--- src/adc_host_pkg.sv ---
// Constants and carriers for the converter bus host
// Behaviour
// [RULE1] Host ignores the done flag after power-up until its first conversion ends; here it ignores it for a fixed cycle count after every start.
// [RULE2] Converter mode pin low selects read-only, high selects write-then-read.
// [RULE3] An open mode pin reads low, so read-only is the default.
// [RULE4] Write-then-read: host pulses start strobe low with select low to begin.
// [RULE5] Without early read, result latches about 800 ns after start strobe rises.
// [RULE6] Host may assert read early; result then latches after read falls.
// [RULE7] Write-then-read: result bus is driven while select and read are low.
// [RULE8] Ready is open drain, pulled low after select falls in read-only mode.
// [RULE9] Read-only: ready releases when the result enters the output latch.
// [RULE10] Read-only: host starts a conversion by driving read low with select low.
// [RULE11] Read-only: bus stays high impedance until conversion completes, read low.
// [RULE12] Read-only: ready release and done flag low mark completion together.
// [RULE13] Result bus is 8 bits, bit 0 least significant.
// [RULE14] Strobes count only while chip select is low.
// [RULE15] Done flag low when result latched; cleared by read or select rising.
// [RULE16] Result bus returns to high impedance when read or select rises.
package adc_host_pkg;

   localparam int unsigned CLK_PERIOD_NS = 25;
   localparam int unsigned DATA_W        = 8;
   // Start strobe low width, done timeout, read access time, read limit and recovery between conversions
   localparam int unsigned WR_LOW_NS     = 600;
   localparam int unsigned TIMEOUT_NS    = 800;
   localparam int unsigned ACCESS_NS     = 150;
   localparam int unsigned RD_MAX_NS     = 2500;
   localparam int unsigned RECOVER_NS    = 500;
   // Worst delays: done cleared after start strobe rises, ready pulled low after select
   localparam int unsigned DONE_CLR_NS   = 270;
   localparam int unsigned RDY_DLY_NS    = 100;
   localparam int unsigned WR_LOW_CYC    = (WR_LOW_NS + CLK_PERIOD_NS - 1) / CLK_PERIOD_NS;
   localparam int unsigned TIMEOUT_CYC   = (TIMEOUT_NS + CLK_PERIOD_NS - 1) / CLK_PERIOD_NS;
   localparam int unsigned ACCESS_CYC    = (ACCESS_NS + CLK_PERIOD_NS - 1) / CLK_PERIOD_NS;
   localparam int unsigned RD_MAX_CYC    = (RD_MAX_NS + CLK_PERIOD_NS - 1) / CLK_PERIOD_NS;
   localparam int unsigned RECOVER_CYC   = (RECOVER_NS + CLK_PERIOD_NS - 1) / CLK_PERIOD_NS;
   localparam int unsigned DONE_CLR_CYC  = (DONE_CLR_NS + CLK_PERIOD_NS - 1) / CLK_PERIOD_NS;
   localparam int unsigned RDY_DLY_CYC   = (RDY_DLY_NS + CLK_PERIOD_NS - 1) / CLK_PERIOD_NS;
   localparam int unsigned CNT_W         = 8;

   typedef struct packed {
      logic csN;
      logic wrN;
      logic rdN;
      logic mode;
   } bus_ctl_t;

   typedef struct packed {
      logic             timedOut;
      logic [DATA_W-1:0] data;
   } result_t;

endpackage

--- src/adc_bus_conversion_control.sv ---
// Bus host that runs conversions on the half-flash converter
`timescale 1ns/1ps
module adc_bus_conversion_control (
   input  wire logic                              sys_clk,   // 40 MHz clock
   input  wire logic                              rst_n,     // Sync reset, low active
   input  wire logic                              startReq,  // Request a conversion
   input  wire logic                              wrRdMode,  // 1 write-then-read, 0 read-only
   input  wire logic                              fastRead,  // Read before timeout
   output logic                                   busy,      // Conversion in progress
   output adc_host_pkg::result_t                  result,    // Last result
   output logic                                   resultVld, // One-cycle result pulse
   output adc_host_pkg::bus_ctl_t                 pins,      // Converter control pins
   input  wire logic [adc_host_pkg::DATA_W-1:0]   resultBus, // Converter data pins
   input  wire logic                              rdyIn,     // Ready pin level
   input  wire logic                              doneN      // Done flag pin, low active
);
   typedef enum logic [2:0] {IDLE, WR_LOW, WAIT_DONE, RD_LOW, RD_WAIT, RECOVER} state_t;

   state_t                          state;
   state_t                          next_state;
   logic [adc_host_pkg::CNT_W-1:0]  cnt;
   logic [adc_host_pkg::CNT_W-1:0]  next_cnt;
   logic                            fastReg;
   logic                            next_fastReg;
   adc_host_pkg::bus_ctl_t          next_pins;
   adc_host_pkg::result_t           next_result;
   logic                            next_resultVld;
   logic [adc_host_pkg::DATA_W+1:0] syncIn;

   // Pin inputs pass two flops before any logic reads them
   sync2 #(.W(adc_host_pkg::DATA_W + 2)) u_sync (
      .sys_clk (sys_clk),
      .rst_n   (rst_n),
      .din     ({resultBus, rdyIn, doneN}),
      .dout    (syncIn)
   );

   wire logic [adc_host_pkg::DATA_W-1:0] dataS  = syncIn[adc_host_pkg::DATA_W+1:2]; // RULE13
   wire logic                            rdyS   = syncIn[1];
   wire logic                            doneNS = syncIn[0];

   assign busy = (state != IDLE);

   always_comb
   begin
      next_state     = state;
      next_cnt       = cnt + 1'b1;
      next_fastReg   = fastReg;
      next_pins      = pins;
      next_result    = result;
      next_resultVld = 1'b0;
      unique case (state)
         IDLE:
         begin
            next_cnt = '0;
            if (startReq)
            begin
               next_fastReg   = fastRead;
               next_pins.mode = wrRdMode; // RULE2
               next_pins.csN  = 1'b0; // RULE14
               if (wrRdMode)
               begin
                  next_pins.wrN = 1'b0; // RULE4
                  next_state    = WR_LOW;
               end
               else
               begin
                  next_pins.rdN = 1'b0; // RULE10
                  next_state    = RD_WAIT;
               end
            end
         end
         WR_LOW:
            if (cnt == adc_host_pkg::CNT_W'(adc_host_pkg::WR_LOW_CYC - 1))
            begin
               next_pins.wrN = 1'b1;
               next_cnt      = '0;
               next_state    = WAIT_DONE;
            end
         WAIT_DONE:
            // Done flag read only once the start strobe has surely cleared a stale level
            if (fastReg && cnt == adc_host_pkg::CNT_W'(adc_host_pkg::ACCESS_CYC))
            begin
               next_pins.rdN = 1'b0; // RULE6
               next_cnt      = '0;
               next_state    = RD_LOW;
            end
            else if ((!doneNS && cnt > adc_host_pkg::CNT_W'(adc_host_pkg::DONE_CLR_CYC + 2)) ||
                     cnt == adc_host_pkg::CNT_W'(adc_host_pkg::TIMEOUT_CYC + 4))
            begin
               next_pins.rdN = 1'b0; // RULE5 RULE1
               next_cnt      = '0;
               next_state    = RD_LOW;
            end
         RD_LOW:
            // Wait access time plus sync delay before sampling
            // Early read waits here until the done flag falls
            if (cnt >= adc_host_pkg::CNT_W'(adc_host_pkg::ACCESS_CYC + 2) &&
                (!fastReg || !doneNS))
            begin
               next_result.data     = dataS; // RULE7
               next_result.timedOut = 1'b0;
               next_resultVld       = 1'b1;
               next_pins.rdN        = 1'b1; // RULE15 RULE16
               next_pins.csN        = 1'b1;
               next_cnt             = '0;
               next_state           = RECOVER;
            end
            else if (cnt == adc_host_pkg::CNT_W'(adc_host_pkg::RD_MAX_CYC))
            begin
               next_result.timedOut = 1'b1;
               next_resultVld       = 1'b1;
               next_pins.rdN        = 1'b1;
               next_pins.csN        = 1'b1;
               next_cnt             = '0;
               next_state           = RECOVER;
            end
         RD_WAIT:
            // Ready released and done low mark completion; bus then valid
            // Ready must be pulled low first, so a power-up low done flag is ignored
            if (rdyS && !doneNS && // RULE8 RULE9 RULE11 RULE12
                cnt > adc_host_pkg::CNT_W'(adc_host_pkg::RDY_DLY_CYC + 2)) // RULE1
            begin
               next_cnt   = '0;
               next_state = RD_LOW;
            end
            else if (cnt == adc_host_pkg::CNT_W'(adc_host_pkg::RD_MAX_CYC))
            begin
               next_result.timedOut = 1'b1;
               next_resultVld       = 1'b1;
               next_pins.rdN        = 1'b1;
               next_pins.csN        = 1'b1;
               next_cnt             = '0;
               next_state           = RECOVER;
            end
         RECOVER:
            if (cnt == adc_host_pkg::CNT_W'(adc_host_pkg::RECOVER_CYC))
               next_state = IDLE;
      endcase
   end

   always_ff @(posedge sys_clk)
   begin
      if (!rst_n)
      begin
         state     <= IDLE;
         cnt       <= '0;
         fastReg   <= 1'b0;
         pins      <= '{csN: 1'b1, wrN: 1'b1, rdN: 1'b1, mode: 1'b0}; // RULE3
         result    <= '0;
         resultVld <= 1'b0;
      end
      else
      begin
         state     <= next_state;
         cnt       <= next_cnt;
         fastReg   <= next_fastReg;
         pins      <= next_pins;
         result    <= next_result;
         resultVld <= next_resultVld;
      end
   end
endmodule

--- src/sync2.sv ---
// Two-stage synchroniser for a group of pin inputs
`timescale 1ns/1ps
module sync2 #(
   parameter int unsigned W = 1
) (
   input  wire logic         sys_clk, // System clock
   input  wire logic         rst_n,   // Synchronous reset, low active
   input  wire logic [W-1:0] din,     // Asynchronous inputs
   output logic      [W-1:0] dout     // Synchronised outputs
);
   logic [W-1:0] stage1;
   logic [W-1:0] next_stage1;
   logic [W-1:0] next_dout;

   always_comb
   begin
      next_stage1 = din;
      next_dout   = stage1;
   end

   always_ff @(posedge sys_clk)
   begin
      if (!rst_n)
      begin
         stage1 <= '0;
         dout   <= '0;
      end
      else
      begin
         stage1 <= next_stage1;
         dout   <= next_dout;
      end
   end
endmodule
--- config.mk ---
export PLATFORM = sky130hd
export DESIGN_NAME = adc_bus_conversion_control
export DESIGN_NICKNAME = d
export VERILOG_FILES = /design/src/adc_host_pkg.sv /design/src/adc_bus_conversion_control.sv /design/src/sync2.sv
export SDC_FILE = /design/constraint.sdc
export NUM_CORES = 1
export LEC_CHECK = 0
export BUFFER_PORTS_ARGS = -buffer_cell sky130_fd_sc_hd__buf_2
export CORE_UTILIZATION = 39
export CTS_CLUSTER_DIAMETER = 60
export DETAILED_ROUTE_END_ITERATION = 10
export GPL_ROUTABILITY_DRIVEN = 0
export PLACE_DENSITY_LB_ADDON = 0.1
export SLEW_MARGIN = 20
export SYNTH_ARGS = -nofsm -noshare
export SYNTH_HDL_FRONTEND = slang
export SYNTH_SLANG_ARGS = --single-unit
--- constraint.sdc ---
create_clock -name sys_clk -period 1.98 [get_ports sys_clk]
set_clock_uncertainty 0.2 [all_clocks]
set_input_delay 0.396 -clock sys_clk [delete_from_list [all_inputs] [get_ports sys_clk]]
set_output_delay 0.396 -clock sys_clk [all_outputs]
set_load 0.05 [all_outputs]
==> results.json <==
{
  "post-route-drc-count": 0,
  "syn-num-nets": 239,
  "path_clk_slew_ns": 0.08,
  "grt.overflow.total": 0,
  "synthTopCellsByArea": "dfxtp_1 45%, and2_1 7.1%, nand2_1 6.1%, a21boi_1 3.0%, ha_1 2.5%",
  "placeableCoreArea_mm2": 0.00488,
  "drive_above_1_share_pct": 37.7,
  "num_vias": 1720,
  "fin_setup_tns_ns": 0,
  "drt_iter0_markers": 90,
  "ant_nets": 0,
  "maxSlewHeadroom_pct": 73.4,
  "max_cap_violations": 0,
  "maxClockFrequency_mhz": 506,
  "estimated_wirelength_of_the_detail_placed_design_mm": 3.39,
  "finish.cell_count_without_fillers": 348,
  "ctsRootBufferMaster": "clkbuf_8",
  "hold_depth": 2,
  "timing.hold.worst.class": "primary input to register",
  "num_cts_buffers": 5,
  "num-nets-final": 299,
  "floorplan.initialDensity_pct": 41.7,
  "worstMarginPinSlew_ns": 0.398,
  "placedCellCount": 339,
  "arrival_ns": 2.01,
  "syn-cell-area_mm2": 0.00203,
  "cts-root-to-sink-buffers": 2,
  "synth-edff-count": 0,
  "port-buffer-count": 29,
  "clock_latency_of_the_later_clocked_register_in_the_worst_skew_pair_ns": 0.30,
  "tritoncts": "built",
  "final-hold-violation-count": 0,
  "synthToLayoutAreaGrowth_pct": 30.8,
  "wire_per_inst_um": 13.4,
  "num-fill-cells": 487,
  "post_synth_cell_types": 56,
  "ioPinCount": 30,
  "largest_net_degree_at_the_start_of_global_routing": 33,
  "timing.rr.start": "cnt[5]",
  "die_width_um": 74.2,
  "ir_drop_mv": 0.466,
  "first_global_vias": 1611,
  "power.density_cell_area_mw_per_mm2": 1040,
  "power_uw": 2780,
  "placement_rows": 25,
  "critical_path_required_ns": 2.02,
  "unrepaired_setup_endpoints_after_global_routing": "yes",
  "synth-seq-area-share_pct": 45.3,
  "cell_taking_the_most_area_after_synthesis": "dfxtp_1",
  "detail_route.first_pass.iterations": 4,
  "status": "complete, no violations",
  "antenna-diode-count": 0,
  "ctsHoldBuffers": 0,
  "critPathKind": "register to register",
  "post_synth_inst_count": 220,
  "routed_wirelength_mm": 4.67,
  "htree_levels": 2,
  "synth.cells.most_frequent": "46 x dfxtp_1, 33 x nand2_1, 23 x and2_1",
  "worst_setup_path_start_kind": "register",
  "cts_num_sinks": 46,
  "via_per_inst": 4.94,
  "die-area_mm2": 0.00551,
  "synth_top_flop_cell": "dfxtp_1",
  "post-synth-top-area-fraction_pct": 45.3,
  "antenna_violations_before_repair": 0,
  "min_to": "u_sync.next_dout[1]",
  "critical_path.max_fanout": 7,
  "category_of_the_worst_setup_path_capture_point": "register",
  "cellLeakagePower_uw": 0.00110,
  "synth.yosys.warnings": 0,
  "slew_viol_final": 0,
  "reg_to_reg_setup_timing_slack_ns": 0.002,
  "global_route_wire_length_before_repair_mm": 7.62,
  "setup_viol": 0,
  "ys_ff_latch": 46,
  "post-route-min-period_ns": 1.98,
  "synth.most_common_cell": "dfxtp_1",
  "syn_area_per_cell_um2": 9.25,
  "critical_path.reg2reg.endpoint": "cnt[3]",
  "min_from": "rdyIn",
  "die_y_um": 74.2,
  "synth-async-reset-ratio_pct": 0,
  "min_period_over_period_pct": 99.9,
  "grt_usage_pct": 18.3,
  "reg2reg_depth": 6
}
## power by group
part	internal, uW	leakage, uW	switching (uW)	total [uW]
Clock	249	0.0000483	326	575
Sequential	1020	0.000380	112	1140
Combinational	481	0.000675	587	1070
## layout by cell type, fill, tap and decap left out, types with 3 or more instances in the layout
master     n
nor2_1     7
buf_4     32
nand3_1    6
nand2_1   33
dfxtp_1   40
clkbuf_8   5
xnor2_1    3
buf_2     28
nor2_2     5
o21ai_0    3
dfxtp_2    3
a21boi_1   8
nand2b_1   3
a21oi_1    6
dfxtp_4    3
and2_1    23
inv_1      4
o21ai_1    3
a21boi_0   3
## metal layers
layer,up-vias,routed length (um),GRT usage (%)
li1,888,-,-
met4,0,64,5.24
met3,7,188,3.79
met1,780,2280,23.2
met2,45,2150,31.4
met5,-,0,0
## what timing repair did
action	CTS	global route
setup endpoints to repair	8	20
hold endpoints to repair	0	0
pin swaps	0	10
setup buffers	0	1
resized for setup	6	28
## cells by family after synthesis
| group | Yosys count | share of synthesized area, % |
|---|---|---|
| buffers and inverters | 18 | 4.61 |
| muxes | 1 | 0.553 |
| AOI/OAI and AO/OA | 51 | 19.8 |
| and+or+nand+nor | 95 | 25.2 |
| adders and majority gates | 4 | 2.46 |
| DFF | 46 | 45.3 |
| xor gates and xnor gates | 5 | 2.15 |
## registers in the layout, summed over array words and instances (netlist names)
signal	count
fastReg	1
cnt	8
u_sync.dout	10
state	3
resultVld	1
u_sync.next_dout	10
result	9
pins	4
## metrics by stage
step	instance area [um2]	worst slack [ns]	util (%)	hold WS, ns
3_5_place_dp	2460	-0.0553	50.4	0.217
6_report	2660	0.00213	54.5	0.101
2_1_floorplan	2030	0.0208	-	0.212
3_3_place_gp	2460	0.00793	50.4	0.213
4_1_cts	2570	0.00358	52.6	0.0927
5_1_grt	2660	-0.0580	54.5	0.0907
## worst max-delay path, stage by stage (launching register included)
cell,delay (ns)
dfxtp_2,0.35
or4_4,0.58
a31oi_4,0.18
o2111a_2,0.28
o31ai_4,0.08
buf_6,0.15
nor2_1,0.10
## worst max path at each step
stage | start | to | slack (ns) | depth (start not counted)
6_report | cnt[5] | cnt[3] | 0.002 | 6
5_1_grt | cnt[5] | cnt[3] | -0.06 | 6
4_1_cts | cnt[4] | cnt[3] | 0.004 | 6
3_5_place_dp | cnt[1] | cnt[3] | -0.06 | 8
3_3_place_gp | cnt[1] | cnt[3] | 0.008 | 8
2_1_floorplan | state[2] | state[2] | 0.02 | 7
## area by class of cell
cell class                 count  area (um2)  share of cell area (%)
multi-input combinational    156        1100                    41.3
sequential                    46         936                    35.2
timing repair buffer          63         423                    15.9
tap                           67        83.8                    3.15
clock buffer                   5        68.8                    2.59
inverter                       8        32.5                    1.22
clock inverter                 3        18.8                   0.706
(Power assumes the default switching activity.)
